<file path="config.mk">
export PLATFORM = sky130hd
export DESIGN_NAME = mcu_instruction_decoder
export DESIGN_NICKNAME = d
export VERILOG_FILES = /design/src/hw/mcu_cycle_timer.v /design/src/hw/mcu_alu.v /design/src/hw/mcu_instruction_decoder.v
export VERILOG_INCLUDE_DIRS = /design/src /design/src/hw
export SDC_FILE = /design/constraint.sdc
export NUM_CORES = 1
export LEC_CHECK = 0
export BUFFER_PORTS_ARGS = -buffer_cell sky130_fd_sc_hd__buf_4
export CORE_UTILIZATION = 45
export CTS_BUF_LIST = sky130_fd_sc_hd__clkbuf_4
export CTS_CLUSTER_DIAMETER = 100
export DETAILED_ROUTE_END_ITERATION = 10
export PLACE_DENSITY = 0.71
export REMOVE_ABC_BUFFERS = 1
export SLEW_MARGIN = 0
export SYNTH_ARGS = -nofsm -noshare
export SYNTH_HDL_FRONTEND = slang
export SYNTH_SLANG_ARGS = --single-unit
export TNS_END_PERCENT = 50
</file>
<file path="constraint.sdc">
create_clock -name i_clk_sys -period 6.9 [get_ports i_clk_sys]
set_input_delay 0.69 -clock i_clk_sys [delete_from_list [all_inputs] [get_ports i_clk_sys]]
set_output_delay 0.69 -clock i_clk_sys [all_outputs]
set_load 0.005 [all_outputs]
</file>
<file path="src/hw/mcu_decoder_regs.vh">
// Constants shared by the instruction decoder, its arithmetic unit and its cycle timer
`ifndef MCU_DECODER_REGS_VH
`define MCU_DECODER_REGS_VH

// ==========================================================
// Instruction cycle length option
`define CYC_OPT_4CLK 2'b00
`define CYC_OPT_2CLK 2'b01
`define CYC_OPT_8CLK 2'b10
`define CYC_OPT_16CLK 2'b11

// ==========================================================
// Special register selectors
`define PC_REG_ADDR 6'h02

// ==========================================================
// Control opcodes, low six bits with upper field zero
`define OP_NOP 6'h00
`define OP_DAA 6'h01
`define OP_CTRLW 6'h02
`define OP_SLEEP 6'h03
`define OP_WATCHDOG_CLEAR_OP 6'h04
`define OP_ENI 6'h10
`define OP_IRQ_DISABLE_OP 6'h11
`define OP_RET 6'h12
`define OP_IRQ_RETURN_OP 6'h13
`define OP_CTRLR 6'h14

// ==========================================================
// Field positions and literal-group opcodes
`define F_TOP 12
`define F_DEST 6
`define LIT_RETURN_LITERAL_OP 4'hc
`define LIT_TABLE_READ_OP 6'h3b

// ==========================================================
// Arithmetic unit operations
`define ALU_PASS 5'h00
`define ALU_ZERO 5'h01
`define ALU_SUB 5'h02
`define ALU_DEC 5'h03
`define ALU_OR 5'h04
`define ALU_AND 5'h05
`define ALU_XOR 5'h06
`define ALU_ADD 5'h07
`define ALU_COM 5'h08
`define ALU_INC 5'h09
`define ALU_RRC 5'h0a
`define ALU_RLC 5'h0b
`define ALU_SWAP 5'h0c
`define ALU_DAA 5'h0d
`define ALU_PASSA 5'h0e
`define ALU_BCLR 5'h0f
`define ALU_BSET 5'h10

// ==========================================================
// Reset values
`define RST_ACC 8'h00
`define RST_TIMEOUT 1'b1
`define RST_POWERDOWN 1'b1
`define RST_IRQ_EN 1'b0

`endif

</file>
<file path="src/hw/mcu_cycle_timer.v">
// Instruction cycle timer producing one end-of-cycle enable pulse
`timescale 1ns/1ps
`default_nettype none
`include "mcu_decoder_regs.vh"

module mcu_cycle_timer (
   input wire i_clk_sys,
   input wire i_rst_b,
   input wire [1:0] i_cycle_length_option,
   output wire o_cycle_end
);

   // ==========================================================
   // Last count of one instruction cycle
   function [3:0] last_count;
      input [1:0] opt;
      begin
         case (opt)
            `CYC_OPT_2CLK: last_count = 4'h1;
            `CYC_OPT_4CLK: last_count = 4'h3;
            `CYC_OPT_8CLK: last_count = 4'h7;
            default: last_count = 4'hf;
         endcase
      end
   endfunction

   reg [3:0] cnt_r;
   wire [3:0] cnt_nxt;

   assign o_cycle_end = (cnt_r >= last_count(i_cycle_length_option));
   assign cnt_nxt = o_cycle_end ? 4'h0 : cnt_r + 4'h1;

   always @(posedge i_clk_sys or negedge i_rst_b) begin
      if (!i_rst_b) begin
         cnt_r <= 4'h0;
      end else begin
         cnt_r <= cnt_nxt;
      end
   end

endmodule
`default_nettype wire

</file>
<file path="src/hw/mcu_alu.v">
// Eight-bit arithmetic and logic unit with carry and digit carry
`timescale 1ns/1ps
`default_nettype none
`include "mcu_decoder_regs.vh"

module mcu_alu (
   input wire [4:0] i_op,
   input wire [7:0] i_a,
   input wire [7:0] i_r,
   input wire [2:0] i_bit,
   input wire i_c,
   input wire i_dc,
   output reg [7:0] o_y,
   output reg o_c,
   output reg o_dc
);

   reg [8:0] s;
   reg [4:0] n;

   always @* begin
      s = 9'h000;
      n = 5'h00;
      o_y = i_r;
      o_c = i_c;
      o_dc = i_dc;
      case (i_op)
         `ALU_PASS: o_y = i_r;
         `ALU_ZERO: o_y = 8'h00;
         `ALU_SUB: begin
            s = {1'b0, i_r} - {1'b0, i_a};
            n = {1'b0, i_r[3:0]} - {1'b0, i_a[3:0]};
            o_y = s[7:0];
            o_c = ~s[8];
            o_dc = ~n[4];
         end
         `ALU_DEC: o_y = i_r - 8'h01;
         `ALU_OR: o_y = i_a | i_r;
         `ALU_AND: o_y = i_a & i_r;
         `ALU_XOR: o_y = i_a ^ i_r;
         `ALU_ADD: begin
            s = {1'b0, i_a} + {1'b0, i_r};
            n = {1'b0, i_a[3:0]} + {1'b0, i_r[3:0]};
            o_y = s[7:0];
            o_c = s[8];
            o_dc = n[4];
         end
         `ALU_COM: o_y = ~i_r;
         `ALU_INC: o_y = i_r + 8'h01;
         `ALU_RRC: begin
            o_y = {i_c, i_r[7:1]};
            o_c = i_r[0];
         end
         `ALU_RLC: begin
            o_y = {i_r[6:0], i_c};
            o_c = i_r[7];
         end
         `ALU_SWAP: o_y = {i_r[3:0], i_r[7:4]};
         `ALU_DAA: begin
            s = {1'b0, i_a};
            if (i_dc || (i_a[3:0] > 4'h9)) begin
               s = s + 9'h006;
            end
            if (i_c || s[8] || (s[7:4] > 4'h9)) begin
               s = s + 9'h060;
               o_c = 1'b1;
            end
            o_y = s[7:0];
         end
         `ALU_PASSA: o_y = i_a;
         `ALU_BCLR: o_y = i_r & ~(8'h01 << i_bit);
         `ALU_BSET: o_y = i_r | (8'h01 << i_bit);
         default: o_y = i_r;
      endcase
   end

endmodule
`default_nettype wire

</file>
<file path="src/hw/mcu_instruction_decoder.v">
// Instruction decoder and sequencer of the eight-bit core
`timescale 1ns/1ps
`default_nettype none
`include "mcu_decoder_regs.vh"

module mcu_instruction_decoder (
   input wire i_clk_sys,
   input wire i_rst_b,
   input wire [1:0] i_cycle_length_option,
   input wire i_instr_valid,
   input wire [12:0] i_instr,
   output wire o_fetch_ready,
   input wire [7:0] i_reg_rdata,
   output reg [5:0] o_reg_addr_r,
   output reg o_reg_we_r,
   output reg [7:0] o_reg_wdata_r,
   input wire [7:0] i_ctrl_rdata,
   output reg o_ctrl_we_r,
   output reg [7:0] o_ctrl_wdata_r,
   input wire [7:0] i_ioc_rdata,
   output reg [3:0] o_ioc_addr_r,
   output reg o_ioc_we_r,
   output reg [7:0] o_ioc_wdata_r,
   input wire [7:0] i_table_data,
   output reg o_table_req_r,
   output reg o_stack_pop_r,
   output reg o_skip_r,
   output reg o_flush_r,
   output reg o_done_r,
   output reg o_wdt_clear_r,
   output reg o_sleep_r,
   output reg o_timeout_flag_r,
   output reg o_powerdown_flag_r,
   output reg o_irq_enable_r,
   output reg [7:0] o_acc_r,
   output reg o_zero_flag_r,
   output reg o_carry_flag_r,
   output reg o_digit_carry_flag_r
);

   // ==========================================================
   // States
   localparam [2:0] S_IDLE = 3'b001;
   localparam [2:0] S_EXEC = 3'b010;
   localparam [2:0] S_WAIT = 3'b100;

   // ==========================================================
   // I/O control selector check
   function io_sel_ok;
      input [3:0] sel;
      begin
         io_sel_ok = ((sel >= 4'h5) && (sel <= 4'h7)) || (sel >= 4'ha);
      end
   endfunction

   reg [2:0] st_r;
   reg [2:0] st_nxt;
   reg [12:0] instr_r;
   reg table_read_op_r;

   wire cycle_end;
   wire [7:0] alu_y;
   wire alu_c;
   wire alu_dc;

   mcu_cycle_timer u_timer (
      .i_clk_sys(i_clk_sys),
      .i_rst_b(i_rst_b),
      .i_cycle_length_option(i_cycle_length_option),
      .o_cycle_end(cycle_end)
   );

   // ==========================================================
   // Field split
   wire lit_grp = instr_r[`F_TOP];
   wire bit_grp = ~instr_r[`F_TOP] & instr_r[11];
   wire [5:0] op6 = instr_r[11:6];
   wire [5:0] low6 = instr_r[5:0];
   wire [1:0] bit_op = instr_r[10:9];
   wire [2:0] bit_sel = instr_r[8:6];
   wire [7:0] literal = instr_r[7:0];
   wire dest_reg = instr_r[`F_DEST];
   wire ctl_grp = ~lit_grp & ~bit_grp & (op6 == 6'h00);

   // ==========================================================
   // Control opcodes
   wire is_daa = ctl_grp & (low6 == `OP_DAA);
   wire is_ctrlw = ctl_grp & (low6 == `OP_CTRLW);
   wire is_ctrlr = ctl_grp & (low6 == `OP_CTRLR);
   wire is_sleep = ctl_grp & (low6 == `OP_SLEEP);
   wire is_watchdog_clear_op = ctl_grp & (low6 == `OP_WATCHDOG_CLEAR_OP);
   wire is_eni = ctl_grp & (low6 == `OP_ENI);
   wire is_irq_disable_op = ctl_grp & (low6 == `OP_IRQ_DISABLE_OP);
   wire is_ret = ctl_grp & (low6 == `OP_RET);
   wire is_irq_return_op = ctl_grp & (low6 == `OP_IRQ_RETURN_OP);
   wire is_iow = ctl_grp & (low6[5:4] == 2'b00) & io_sel_ok(low6[3:0]);
   wire is_ior = ctl_grp & (low6[5:4] == 2'b01) & io_sel_ok(low6[3:0]);
   wire is_return_literal_op = lit_grp & (instr_r[11:8] == `LIT_RETURN_LITERAL_OP);
   wire is_table_read_op = lit_grp & (instr_r[11:6] == `LIT_TABLE_READ_OP);

   // ==========================================================
   // Register-operand decode
   reg [4:0] alu_op;
   reg wr_reg;
   reg wr_acc;
   reg upd_z;
   reg upd_cdc;
   reg upd_c;
   reg skip_z;
   reg skip_bit;

   always @* begin
      alu_op = `ALU_PASS;
      wr_reg = 1'b0;
      wr_acc = 1'b0;
      upd_z = 1'b0;
      upd_cdc = 1'b0;
      upd_c = 1'b0;
      skip_z = 1'b0;
      skip_bit = 1'b0;
      if (is_daa) begin
         alu_op = `ALU_DAA;
         wr_acc = 1'b1;
         upd_c = 1'b1;
      end else if (bit_grp) begin
         // Bit field ops on any register, I/O included
         case (bit_op)
            2'b00: begin
               alu_op = `ALU_BCLR;
               wr_reg = 1'b1;
            end
            2'b01: begin
               alu_op = `ALU_BSET;
               wr_reg = 1'b1;
            end
            2'b10: skip_bit = ~i_reg_rdata[bit_sel];
            2'b11: skip_bit = i_reg_rdata[bit_sel];
            default: skip_bit = 1'b0;
         endcase
      end else if (~lit_grp) begin
         // Same opcodes serve general and I/O registers
         case (op6[5:1])
            5'h00: begin
               if (op6[0]) begin
                  alu_op = `ALU_PASSA;
                  wr_reg = 1'b1;
               end
            end
            5'h01: begin
               if (op6[0] || (low6 == 6'h00)) begin
                  alu_op = `ALU_ZERO;
                  wr_reg = op6[0];
                  wr_acc = ~op6[0];
                  upd_z = 1'b1;
               end
            end
            5'h02: begin
               alu_op = `ALU_SUB;
               upd_cdc = 1'b1;
               upd_z = 1'b1;
               wr_reg = dest_reg;
               wr_acc = ~dest_reg;
            end
            5'h03: begin
               alu_op = `ALU_DEC;
               upd_z = 1'b1;
               wr_reg = dest_reg;
               wr_acc = ~dest_reg;
            end
            5'h04: begin
               alu_op = `ALU_OR;
               upd_z = 1'b1;
               wr_reg = dest_reg;
               wr_acc = ~dest_reg;
            end
            5'h05: begin
               alu_op = `ALU_AND;
               upd_z = 1'b1;
               wr_reg = dest_reg;
               wr_acc = ~dest_reg;
            end
            5'h06: begin
               alu_op = `ALU_XOR;
               upd_z = 1'b1;
               wr_reg = dest_reg;
               wr_acc = ~dest_reg;
            end
            5'h07: begin
               alu_op = `ALU_ADD;
               upd_z = 1'b1;
               upd_cdc = 1'b1;
               wr_reg = dest_reg;
               wr_acc = ~dest_reg;
            end
            5'h08: begin
               alu_op = `ALU_PASS;
               upd_z = 1'b1;
               wr_reg = dest_reg;
               wr_acc = ~dest_reg;
            end
            5'h09: begin
               alu_op = `ALU_COM;
               upd_z = 1'b1;
               wr_reg = dest_reg;
               wr_acc = ~dest_reg;
            end
            5'h0a: begin
               alu_op = `ALU_INC;
               upd_z = 1'b1;
               wr_reg = dest_reg;
               wr_acc = ~dest_reg;
            end
            5'h0b: begin
               alu_op = `ALU_DEC;
               skip_z = 1'b1;
               wr_reg = dest_reg;
               wr_acc = ~dest_reg;
            end
            5'h0c: begin
               alu_op = `ALU_RRC;
               upd_c = 1'b1;
               wr_reg = dest_reg;
               wr_acc = ~dest_reg;
            end
            5'h0d: begin
               alu_op = `ALU_RLC;
               upd_c = 1'b1;
               wr_reg = dest_reg;
               wr_acc = ~dest_reg;
            end
            5'h0e: begin
               alu_op = `ALU_SWAP;
               wr_reg = dest_reg;
               wr_acc = ~dest_reg;
            end
            5'h0f: begin
               alu_op = `ALU_INC;
               skip_z = 1'b1;
               wr_reg = dest_reg;
               wr_acc = ~dest_reg;
            end
            default: alu_op = `ALU_PASS;
         endcase
      end
   end

   mcu_alu u_alu (
      .i_op(alu_op),
      .i_a(o_acc_r),
      .i_r(i_reg_rdata),
      .i_bit(bit_sel),
      .i_c(o_carry_flag_r),
      .i_dc(o_digit_carry_flag_r),
      .o_y(alu_y),
      .o_c(alu_c),
      .o_dc(alu_dc)
   );

   // ==========================================================
   // Cycle count
   wire skip_hit = skip_bit | (skip_z & (alu_y == 8'h00));
   wire pc_write = wr_reg & (o_reg_addr_r == `PC_REG_ADDR);
   wire two_cyc = pc_write | skip_hit | is_ret | is_irq_return_op | is_return_literal_op | is_table_read_op;
   wire exec_end = (st_r == S_EXEC) & cycle_end;
   wire wait_end = (st_r == S_WAIT) & cycle_end;

   assign o_fetch_ready = cycle_end & ((st_r == S_IDLE) | (st_r == S_WAIT) |
      ((st_r == S_EXEC) & ~two_cyc));

   always @* begin
      case (st_r)
         S_IDLE: st_nxt = (o_fetch_ready & i_instr_valid) ? S_EXEC : S_IDLE;
         S_EXEC: begin
            if (cycle_end && two_cyc) begin
               st_nxt = S_WAIT;
            end else if (o_fetch_ready && i_instr_valid) begin
               st_nxt = S_EXEC;
            end else if (cycle_end) begin
               st_nxt = S_IDLE;
            end else begin
               st_nxt = S_EXEC;
            end
         end
         S_WAIT: begin
            if (cycle_end) begin
               st_nxt = i_instr_valid ? S_EXEC : S_IDLE;
            end else begin
               st_nxt = S_WAIT;
            end
         end
         default: st_nxt = S_IDLE;
      endcase
   end

   // ==========================================================
   // Sequencer and instruction latch
   always @(posedge i_clk_sys or negedge i_rst_b) begin
      if (!i_rst_b) begin
         st_r <= S_IDLE;
         instr_r <= 13'h0000;
         o_reg_addr_r <= 6'h00;
         table_read_op_r <= 1'b0;
      end else begin
         st_r <= st_nxt;
         if (o_fetch_ready && i_instr_valid) begin
            instr_r <= i_instr;
         end
         // Selector follows the latched word, held while a write pulse is due
         if (!(exec_end || wait_end)) begin
            o_reg_addr_r <= instr_r[5:0];
         end
         if (exec_end) begin
            table_read_op_r <= is_table_read_op;
         end else if (wait_end) begin
            table_read_op_r <= 1'b0;
         end
      end
   end

   // ==========================================================
   // Execution effects
   always @(posedge i_clk_sys or negedge i_rst_b) begin
      if (!i_rst_b) begin
         o_reg_we_r <= 1'b0;
         o_reg_wdata_r <= 8'h00;
         o_ctrl_we_r <= 1'b0;
         o_ctrl_wdata_r <= 8'h00;
         o_ioc_addr_r <= 4'h0;
         o_ioc_we_r <= 1'b0;
         o_ioc_wdata_r <= 8'h00;
         o_table_req_r <= 1'b0;
         o_stack_pop_r <= 1'b0;
         o_skip_r <= 1'b0;
         o_flush_r <= 1'b0;
         o_done_r <= 1'b0;
         o_wdt_clear_r <= 1'b0;
         o_sleep_r <= 1'b0;
         o_timeout_flag_r <= `RST_TIMEOUT;
         o_powerdown_flag_r <= `RST_POWERDOWN;
         o_irq_enable_r <= `RST_IRQ_EN;
         o_acc_r <= `RST_ACC;
         o_zero_flag_r <= 1'b0;
         o_carry_flag_r <= 1'b0;
         o_digit_carry_flag_r <= 1'b0;
      end else begin
         o_reg_we_r <= 1'b0;
         o_ctrl_we_r <= 1'b0;
         o_ioc_we_r <= 1'b0;
         o_stack_pop_r <= 1'b0;
         o_skip_r <= 1'b0;
         o_flush_r <= 1'b0;
         o_done_r <= 1'b0;
         o_wdt_clear_r <= 1'b0;
         o_sleep_r <= 1'b0;
         if (!exec_end) begin
            o_ioc_addr_r <= instr_r[3:0];
         end
         if (exec_end) begin
            o_done_r <= ~two_cyc;
            o_table_req_r <= is_table_read_op;
            if (wr_reg) begin
               o_reg_we_r <= 1'b1;
               o_reg_wdata_r <= alu_y;
            end
            if (wr_acc) begin
               o_acc_r <= alu_y;
            end
            if (upd_z) begin
               o_zero_flag_r <= (alu_y == 8'h00);
            end
            if (upd_cdc) begin
               o_carry_flag_r <= alu_c;
               o_digit_carry_flag_r <= alu_dc;
            end
            if (upd_c) begin
               o_carry_flag_r <= alu_c;
            end
            o_skip_r <= skip_hit;
            if (is_ctrlw) begin
               o_ctrl_we_r <= 1'b1;
               o_ctrl_wdata_r <= o_acc_r;
            end
            if (is_ctrlr) begin
               o_acc_r <= i_ctrl_rdata;
            end
            if (is_iow) begin
               o_ioc_we_r <= 1'b1;
               o_ioc_wdata_r <= o_acc_r;
            end
            if (is_ior) begin
               o_acc_r <= i_ioc_rdata;
            end
            if (is_sleep) begin
               o_wdt_clear_r <= 1'b1;
               o_sleep_r <= 1'b1;
               o_timeout_flag_r <= 1'b1;
               o_powerdown_flag_r <= 1'b0;
            end
            if (is_watchdog_clear_op) begin
               o_wdt_clear_r <= 1'b1;
               o_timeout_flag_r <= 1'b1;
               o_powerdown_flag_r <= 1'b1;
            end
            if (is_eni || is_irq_return_op) begin
               o_irq_enable_r <= 1'b1;
            end
            if (is_irq_disable_op) begin
               o_irq_enable_r <= 1'b0;
            end
            if (is_ret || is_irq_return_op || is_return_literal_op) begin
               o_stack_pop_r <= 1'b1;
            end
            if (is_return_literal_op) begin
               o_acc_r <= literal;
            end
         end
         if (wait_end) begin
            o_flush_r <= 1'b1;
            o_done_r <= 1'b1;
            o_table_req_r <= 1'b0;
            if (table_read_op_r) begin
               o_reg_we_r <= 1'b1;
               o_reg_wdata_r <= i_table_data;
            end
         end
      end
   end

endmodule
`default_nettype wire

</file>
==> impl_results.md, run 1 <==
* Post-synth ARST share at 100%
* Router iterations before antenna repair at 6
* Initial antenna violation count at 0
* Final setup vio count at 0
* Storage cell area at just under 0.002 mm2
* Critical path fanouts, max at 19
* Max-Cap Viols at 0
* Total wire length at about 22 mm
* Routed WL per cell at between 20 and 25 um
* Layout Nets at 947
* Horiz. Die Dim at between 100 and 150 um
* Total GRT Usage at approximately 30%
* Area Growth Syn to Fin at 14.5%
* NetSw at 1.55 mW
* Final min period at ~6200 ps
* Crit path kind: reg2out
* Buffers on Ports at 107
* Worst EP arrival at approximately 5500 ps
* Ant. Diodes at 0
* Worst-Margin Slew at around 1300 ps
* Clk_lat worst skew at 440 ps
* Min Hold Slack at about 390 ps
* Clock power share at 8.6%
* RD Place Congestion at 0.985
* Post-DP HPWL at 16.3 mm
* Via density at around 6.5
* Worst Skew at around 20 ps
* Most common flop cell mapped by yosys: dfrtp_1
* Critical Path Start Type: register
* CTS tree: yes
* Synth Instances at 788
* RR Endpoint: instr_r[1]
* Sw Share at 51.0%
* EDFF count, synth at 0
* First-pass GRT wire length at roughly 34 mm
* Syn avg cell area at 8.46 um2
* Die Footprint at 0.0153 mm2
* Most common cell in the netlist: dfrtp_1
* IO Count at 109
* CTS Sinks at 78
* Worst hold path type: in2async
* Routed Antenna Nets at 0
* Largest net degree at the start of global routing at a little under 80
* Total CTS buffers at 9
* Leak Pwr at 3.49 nW
* Netlist Area Pre-Place at 0.00667 mm2
* Synth top area share at 28.5%
* Sequential power share at 28.8%
* Max-slew violations at 0
* Peak supply drop at 0.000234 V
* Max transition margin at 11.5%
* Clock Path Buffers at 2
* Max Clk Rate at around 0.16 GHz
* Layout cells sized above 1 at a little over a fifth
* RSZ-0062 raised after global routing: no
* Placeable Area at 0.0145 mm2
* Fin Setup TNS at 0 ps
* Reg2reg start: instr_r[7]
* DRC viols at 0
* Combinational power share at 62.7%
* Ys Warns at 0
* Yosys cell types at 90
* Worst Reg2Reg Path Length in Cells at 15
* Internal power at around 1.5 mW
* Status: finished, final reports clean
* Die Span Y at between 100 and 150 um
* Part of the cycle the worst path needs at ~90%
* Initial Util at 46.0%
* CTS root buffer: clkbuf_4
* Synth top cells by count: 76 x dfrtp_1, 73 x nor2_1, 68 x nand2_1
* Number of global-route vias before repair at 6381
* Detailed-route via count at 6868
* Setup slack, reg-to-reg at 1200 ps
* Gr ovfl total at 0
* CTS clk-pin slew, worst paths at 130 ps
* Multi-input gate area at 0.00434 mm2
* CP Capture Type: primary output
* Cell taking the most area after synthesis: dfrtp_1
* Num rows at 44
* Worst Path Required at 6210 ps
* Iter 0 DRT Violations at 810
* Sequential area share after synthesis at 29.3%
* PwrDens at roughly 400 mW/mm2
* Final hold vios at 0
* Fillers at between 1000 and 1500
* Synthesized flop and latch total at 78
* Synth area leaders: dfrtp_1 29%, ha_1 5.3%, nor2_1 4.1%, nand2_1 3.8%, a21oi_1 3.2%
* Hold-fix buffer count after cts at 0
* H-tree depth at 3
cells by family after synthesis:
group	count (synthesis)	synth area share (%)
AOI/OAI and AO/OA	247	26.4
xor gates and xnor gates	15	1.97
adders and majority gates	32	6.31
buffers and inverters	82	5.65
DFF	78	29.3
muxes	42	7.77
other	1	0.0563
and+or+nand+nor	291	22.5
flip-flops by register name, indices dropped and copies added (netlist names), 3 cells and up:
name and count:
st_r 3, o_reg_wdata_r 8, o_ioc_addr_r 4, o_ioc_wdata_r 8
instr_r 13, o_reg_addr_r 6, o_ctrl_wdata_r 8, o_acc_r 8
u_timer.cnt_r 4
through the flow:
stage / instances / power [mW] / instance area [um2] / setup WS, ps / util [%]
after floorplan: 741 / 2.06 / 6420 / 1890 / -
after global placement: 1039 / 2.70 / 7510 / 1360 / 51.8
after detailed placement: 1039 / 2.72 / 7510 / 1180 / 51.8
after CTS: 1054 / 2.99 / 7630 / 660 / 52.7
after global routing: 1054 / 3.26 / 7630 / 320 / 52.7
final: 1054 / 3.04 / 7630 / 715 / 52.7
worst max-delay path by stage:
stage | startpoint | to | slack, ps | cells past startpoint
after global placement | instr_r[10] | o_fetch_ready | 1360 | 15
final | instr_r[7] | o_fetch_ready | 720 | 16
after global routing | instr_r[10] | o_fetch_ready | 320 | 15
after CTS | instr_r[10] | o_fetch_ready | 660 | 16
after floorplan | instr_r[7] | instr_r[0] | 1890 | 15
after detailed placement | instr_r[10] | o_fetch_ready | 1180 | 15
critical path, cell delays in order (launching register included):
cell,delay [ps]
dfrtp_1,760
nor2b_1,340
nand4_2,280
a21o_1,440
or2_2,460
ha_1,300
a21o_1,170
a41oi_1,250
nand2_1,100
xnor2_1,170
o211ai_1,150
or4_1,540
and4b_1,340
o2111ai_2,240
nand2_1,230
o21ai_0,120
buf_4,160
cell type report:
class                           instances  area share [%]
Multi-Input combinational cell        628            56.8
Sequential cell                        78            25.6
Timing Repair Buffer                  114            11.2
Tap cell                              184            3.02
Inverter                               35            1.72
Clock buffer                            9           0.886
Clock inverter                          6           0.705
per-layer routing:
metal | track usage (%) | routed length (um)
met1 | 40.2 | 9280
met2 | 45.0 | 9790
met3 | 6.55 | 2170
met4 | 13.1 | 930
met5 | 0 | 0
repair_timing:
| item | in CTS | in global routing |
|---|---|---|
| buffers inserted | 0 | 0 |
| hold endpoints to repair | 0 | 0 |
| setup endpoints to repair | 0 | 1 |
| resized for setup | 0 | 1 |
power by group through the flow:
stage	logic, mW	registers [mW]	clock network [mW]
after global placement	1.83	0.869	0
final	1.91	0.875	0.261
after detailed placement	1.85	0.873	0
after global routing	2.07	0.903	0.285
after CTS	1.86	0.864	0.268
after floorplan	1.25	0.813	0
layout by cell type, fill, tap and decap left out, drive strengths merged, types with 9 or more instances in the layout:
| cell type | Yosys | final |
|---|---|---|
| buf | 22 | 114 |
| o211ai | 12 | 12 |
| o21ai | 42 | 42 |
| clkbuf | 25 | 9 |
| a21o | 14 | 14 |
| o22ai | 18 | 18 |
| xnor2 | 9 | 9 |
| a211oi | 16 | 16 |
| ha | 28 | 28 |
| nor2b | 11 | 11 |
| nor3 | 24 | 24 |
| nand2b | 12 | 12 |
| a21oi | 43 | 43 |
| nor4 | 13 | 13 |
| nand2 | 68 | 68 |
| mux2 | 28 | 28 |
| nand3 | 25 | 25 |
| nor2 | 73 | 73 |
| a31oi | 12 | 12 |
| o21a | 10 | 10 |
| a211o | 9 | 9 |
| dfrtp | 76 | 76 |
| mux2i | 12 | 12 |
| inv | 35 | 35 |
(Power assumes the default switching activity.)
==> inputs of run 2 (changes only) <==
--- a/config.mk
+++ b/config.mk
@@ -6,6 +6,7 @@
 export SDC_FILE = /design/constraint.sdc
 export NUM_CORES = 1
 export LEC_CHECK = 0
+export ABC_CLOCK_PERIOD_IN_PS = 5800
 export BUFFER_PORTS_ARGS = -buffer_cell sky130_fd_sc_hd__buf_4
 export CORE_UTILIZATION = 45
 export CTS_BUF_LIST = sky130_fd_sc_hd__clkbuf_4
==> constraint.sdc (replaced) <==
create_clock -name i_clk_sys -period 5.8 [get_ports i_clk_sys]
set_input_delay 0.58 -clock i_clk_sys [delete_from_list [all_inputs] [get_ports i_clk_sys]]
set_output_delay 0.58 -clock i_clk_sys [all_outputs]
set_load 0.005 [all_outputs]
==> run 2 against run 1 <==
Via count is 0.20% lower; flip-flop and latch count stayed put; critical path depth stayed put; final cell count is 1.4% higher; clock-buffer cell count stayed put; sequential share of layout area is 0.46 points lower; total power is 21% higher; clock skew is 1.1 ps lower; critical path type unchanged.
==> impl_results.md, run 2 (same netlist as run 1, synthesis figures left out) <==
* Status: finished, final reports clean
* Setup slack, reg-to-reg at 620 ps (-580 ps)
* Routed WL per cell at 20.7 um (-1.3%)
* Final hold vios at 0 (unchanged)
* Util after Layout at 53.7% (+0.97 points)
* Die Span Y at 124 um (unchanged)
* First-pass GRT wire length at 34.1 mm (-0.78%)
* DRC viols at 0 (unchanged)
* Final setup vio count at 0 (unchanged)
* Largest Register: instr_r
* Total wire length at 22.2 mm (about the same)
* CTS Sinks at 78 (unchanged)
* Finished Cell Area at 0.00777 mm2 (+1.8%)
* Most frequent cells in the layout: 129 x buf_4, 75 x dfrtp_1, 73 x nor2_1
* Buffers on Ports at 107 (unchanged)
* CTS root buffer: clkbuf_4
* Horiz. Die Dim at 124 um (unchanged)
* RD Place Congestion at 1.01 (+2.1%)
* Total power at 3.68 mW (+21%)
* Max-Cap Viols at 0 (unchanged)
* Clock Path Buffers at 2 (unchanged)
* Peak supply drop at 0.000287 V (+23%)
* CP top delay family: simple AND/OR/NAND/NOR gates
* Part of the cycle the worst path needs at 95.5%
* Crit path kind: reg2out
* Max transition margin at 22.0% (+10 points)
* RSZ-0062 raised after global routing: no
* Initial Util at 46.0% (unchanged)
* Gr ovfl total at 0 (unchanged)
* CP max stage delay at 550 ps (-210 ps)
* Placeable Area at 0.0145 mm2 (unchanged)
* Clk_lat worst skew at 430 ps (about the same)
* Detailed-route via count at 6854 (-0.20%)
* CP Capture Type: primary output
* Combined buffer and inverter count along the critical path at 1 (unchanged)
* Leading cell type in the layout, fill and taps excluded: buf_4
* Total GRT Usage at 29.2% (-0.48 points)
* Post-DP HPWL at 16.3 mm (+0.20%)
* Layout Nets at 962 (+1.6%)
* Die Footprint at 0.0153 mm2 (unchanged)
* Worst EP arrival at 4960 ps (-530 ps)
* CTS tree: yes
* Critical Path Start Type: register
* Largest net degree at the start of global routing at 79 (unchanged)
* PnR worst setup slack at 261 ps (-454 ps)
* Leak Pwr at 3.57 nW (+2.3%)
* Max-slew violations at 0 (unchanged)
* Worst Skew at 18.9 ps (-1.07 ps)
* Final Non-Filler Cells at 1069 (+1.4%)
* DP Area at 0.00760 mm2 (+1.3%)
* Placed cell count at 1052 (+1.3%)
* Router iterations before antenna repair at 5 (-1)
* Number of global-route vias before repair at 6292 (-1.4%)
* H-tree depth at 3 (unchanged)
* Worst hold path type: in2async
* Max Clk Rate at 0.181 GHz
* Iter 0 DRT Violations at 736 (-9.1%)
* Routed Antenna Nets at 0 (unchanged)
* Total CTS buffers at 9 (unchanged)
* Via density at 6.41 (-1.6%)
* Ant. Diodes at 0 (unchanged)
* Fin Setup TNS at 0 ps (unchanged)
* Num rows at 44 (unchanged)
* Critical path fanouts, max at 12 (-7)
* Placement Setup Slack at 471 ps (-711 ps)
* IO Count at 109 (unchanged)
* Max reg flops at 13 (unchanged)
* Slowest CP cell: dfrtp_1
* CTS clk-pin slew, worst paths at 130 ps (about the same)
* Critical-path cell list: nor4_2 -> nand4_2 -> a21o_1 -> or2_2 -> ha_1 -> a21o_1 -> a41oi_1 -> nand2_1 -> xnor2_1 -> o211ai_1 -> or4_1 -> and4b_1 -> o2111ai_2 -> nand2_1 -> o21ai_0 -> buf_4
* Initial antenna violation count at 0 (unchanged)
* Layout cells sized above 1 at 23.2% (+2.0 points)
* Worst-Margin Slew at 1160 ps (-148 ps)
* Final min period at 5540 ps
* Area Growth Syn to Fin at 16.6%
* Min Hold Slack at 280 ps (-109 ps)
* PwrDens at 474 mW/mm2 (+19%)
* Worst Path Required at 5220 ps (-990 ps)
==> run 2: timing repair <==
item / 4_1_cts / 5_1_grt
resized for setup: 0 / 4
hold buffers: 0 / 0
buffers inserted: 0 / 2
endpoints found under the setup margin: 0 / 1
==> run 2: path summary, 6_finish.rpt <==
kind	startpoint	to	cells past startpoint
min in group i_clk_sys	i_instr[9]	instr_r[9]	2
hold reg to reg	o_ioc_addr_r[0]	o_ioc_addr_r[0]	2
max in group asynchronous	i_rst_b	instr_r[8]	1
hold / removal	i_rst_b	o_ioc_wdata_r[7]	1
setup / recovery	instr_r[11]	o_fetch_ready	16
setup reg to reg	instr_r[11]	instr_r[1]	15
==> run 2: cell type report <==
class	count	area, um2
Sequential cell	78	1960
Clock buffer	9	67.6
Inverter	35	131
Multi-Input combinational cell	628	4350
Timing Repair Buffer	129	968
Tap cell	184	230
Fill cell	1391	6710
Clock inverter	6	63.8
==> run 2: routing by layer <==
metal / wire [um] / part of all wire [%] / global-route usage, % / vias up
li1: - / - / - / 3143
met1: 9310 / 42 / 40.7 / 3268
met2: 10000 / 45 / 43.5 / 371
met3: 2060 / 9.3 / 5.27 / 72
met4: 799 / 3.6 / 13.4 / 0
met5: 0 / 0 / 0 / -
==> run 2: power by group <==
| part | internal (mW) | total [mW] | leakage, nW | switching, mW |
|---|---|---|---|---|
| clock network | 0.128 | 0.324 | 0.0678 | 0.196 |
| registers | 0.694 | 0.918 | 0.991 | 0.224 |
| logic | 1.00 | 2.44 | 2.51 | 1.44 |
==> inputs of run 3 (changes only) <==
--- a/config.mk
+++ b/config.mk
@@ -8,6 +8,7 @@
 export LEC_CHECK = 0
 export ABC_CLOCK_PERIOD_IN_PS = 5800
 export BUFFER_PORTS_ARGS = -buffer_cell sky130_fd_sc_hd__buf_4
+export CORE_ASPECT_RATIO = 1.75
 export CORE_UTILIZATION = 45
 export CTS_BUF_LIST = sky130_fd_sc_hd__clkbuf_4
 export CTS_CLUSTER_DIAMETER = 100
==> run 3 against run 2 <==
Sequential power shrank 0.7%; flip-flop and latch count is the same; hold slack lost 250 ps; critical endpoint unchanged; non-clock buffer count grew 12; largest cell class unchanged; final area grew 1.1%; critical path type unchanged.
==> impl_results.md, run 3 (same netlist as run 1, synthesis figures left out) <==
* Setup slack, reg-to-reg at 610 ps (about the same)
* Iter 0 DRT Violations at 567 (-23%)
* Max transition margin at 38.2% (+16 points)
* Total GRT Usage at 37.0% (+7.8 points)
* Final hold vios at 0 (unchanged)
* Placeable Area at 0.0144 mm2 (-0.26%)
* Initial Util at 46.2% (+0.12 points)
* Total CTS buffers at 9 (unchanged)
* Fillers at 1407 (+1.2%)
* Max-Cap Viols at 0 (unchanged)
* Status: finished, final reports clean
* Total wire length at 27.4 mm (+24%)
* Placement Setup Slack at 644 ps (+173 ps)
* Num rows at 58 (+32%)
* DP Area at 0.00771 mm2 (+1.4%)
* Leak Pwr at 3.63 nW (+1.7%)
* CTS root buffer: clkbuf_4
* CP Capture Type: primary output
* H-tree depth at 3 (unchanged)
* Util after Layout at 54.4% (+0.75 points)
* Post-DP HPWL at 20.7 mm (+27%)
* Worst Reg2Reg Path Length in Cells at 15 (unchanged)
* DRC viols at 0 (unchanged)
* Max-slew violations at 0 (unchanged)
* CTS clk-pin slew, worst paths at 130 ps (about the same)
* RSZ-0062 raised after global routing: no
* Routed Antenna Nets at 0 (unchanged)
* Via density at 6.47 (+0.84%)
* Layout cells sized above 1 at 24.1% (+0.89 points)
* Largest Register: instr_r
* Finished Cell Area at 0.00786 mm2 (+1.1%)
* Die Span Y at 163 um (+32%)
* Routed WL per cell at 25.4 um (+22%)
* RR Endpoint: instr_r[2]
* PwrDens at 490 mW/mm2 (+3.5%)
* Worst hold path type: in2async
* Peak supply drop at 0.000298 V (+3.9%)
* Final setup vio count at 0 (unchanged)
* Crit path kind: reg2out
* Multi-input gate area at 0.00435 mm2 (-0.14%)
* Router iterations before antenna repair at 6 (+1)
* Worst-Margin Slew at 921 ps (-240 ps)
* Gr ovfl total at 0 (unchanged)
* CTS Sinks at 78 (unchanged)
* Part of the cycle the worst path needs at 95.0% (-0.51 points)
* First-pass GRT wire length at 41.1 mm (+21%)
* Leading cell type in the layout, fill and taps excluded: buf_4
* Initial antenna violation count at 1 (+1)
* Storage cell area at 0.00196 mm2 (about the same)
* Most frequent cells in the layout: 141 x buf_4, 74 x dfrtp_1, 73 x nor2_1
* Largest net degree at the start of global routing at 53 (-33%)
* Layout Nets at 974 (+1.2%)
* Final Non-Filler Cells at 1079 (+0.94%)
* Buffers on Ports at 107 (unchanged)
* Critical Path Start Type: register
* IO Count at 109 (unchanged)
* Critical path fanouts, max at 13 (+1)
* Clk_lat worst skew at 440 ps (about the same)
* Placed cell count at 1062 (+0.95%)
* Die Footprint at 0.0153 mm2 (+0.12%)
* Max Clk Rate at 0.182 GHz (+0.54%)
* Horiz. Die Dim at 94.0 um (-24%)
* Clock Path Buffers at 2 (unchanged)
* RD Place Congestion at 1.07 (+6.4%)
* Fin Setup TNS at 0 ps (unchanged)
* Reg2reg start: instr_r[1]
* Hold-fix buffer count after cts at 0 (unchanged)
* Number of global-route vias before repair at 6873 (+9.2%)
* CTS tree: yes
* Final min period at 5510 ps (-29.6 ps)
* Detailed-route via count at 6976 (+1.8%)
* Area Growth Syn to Fin at 17.9%
* Max reg flops at 13 (unchanged)
* Worst Path Required at 5220 ps (about the same)
* Worst Skew at 22.3 ps (+3.34 ps)
* Worst EP arrival at 4930 ps (-30 ps)
* PnR worst setup slack at 291 ps (+29.6 ps)
## run 3: cell type report
cell class	instances	area share, %
well taps	180	2.87
multi-input cells	628	55.3
flip-flops and latches	78	24.9
repair buffers	141	13.5
inverters	35	1.67
diodes	1	0.0318
clock buffers	10	0.955
clock inverters	6	0.796
## run 3: repair_timing
action,CTS,global route
gates resized for setup,0,3
setup endpoints to repair,0,1
buffers inserted,0,0
## run 3: worst max path at each step
stage	depth (start not counted)	endpoint	from	slack, ps
after floorplan	15	instr_r[0]	instr_r[7]	790
after global placement	15	instr_r[2]	instr_r[1]	730
after detailed placement	15	instr_r[2]	instr_r[1]	640
after CTS	16	o_fetch_ready	instr_r[1]	280
after global routing	16	o_fetch_ready	instr_r[1]	40
final	16	o_fetch_ready	instr_r[1]	290
## run 3: worst max-delay path, stage by stage, from the launching register on
cell and delay, ps:
dfrtp_1 550, nor4_2 290, nand4_2 270, a21o_1 260, or2_2 390, ha_1 300
a21o_1 180, a41oi_1 250, nand2_1 100, xnor2_1 160, o211ai_1 110, or4_1 550
and4b_1 340, o2111ai_2 250, nand2_1 230, o21ai_0 100, buf_4 160
## run 3: layer usage
layer	share of wire (%)	wire, um	global-route usage [%]	vias to the layer above
met3	6.8	1870	7.31	114
met5	0	0	0	-
met4	8.1	2230	26.7	0
met1	35	9480	39.2	3339
li1	-	-	-	3167
met2	50	13800	64.0	356
## run 3: where the power goes
| part | internal [mW] | switching [mW] | leakage, nW |
|---|---|---|---|
| clock network | 0.135 | 0.192 | 0.0717 |
| logic | 1.03 | 1.58 | 2.57 |
| registers | 0.695 | 0.218 | 0.990 |
## run 3: per-stage QoR
stage	total power [mW]	hold slack (ps)
CTS	3.76	9.14
global placement	3.41	456
floorplan	2.45	284
finish	3.85	27.9
detailed placement	3.42	458
global route	4.09	25.3
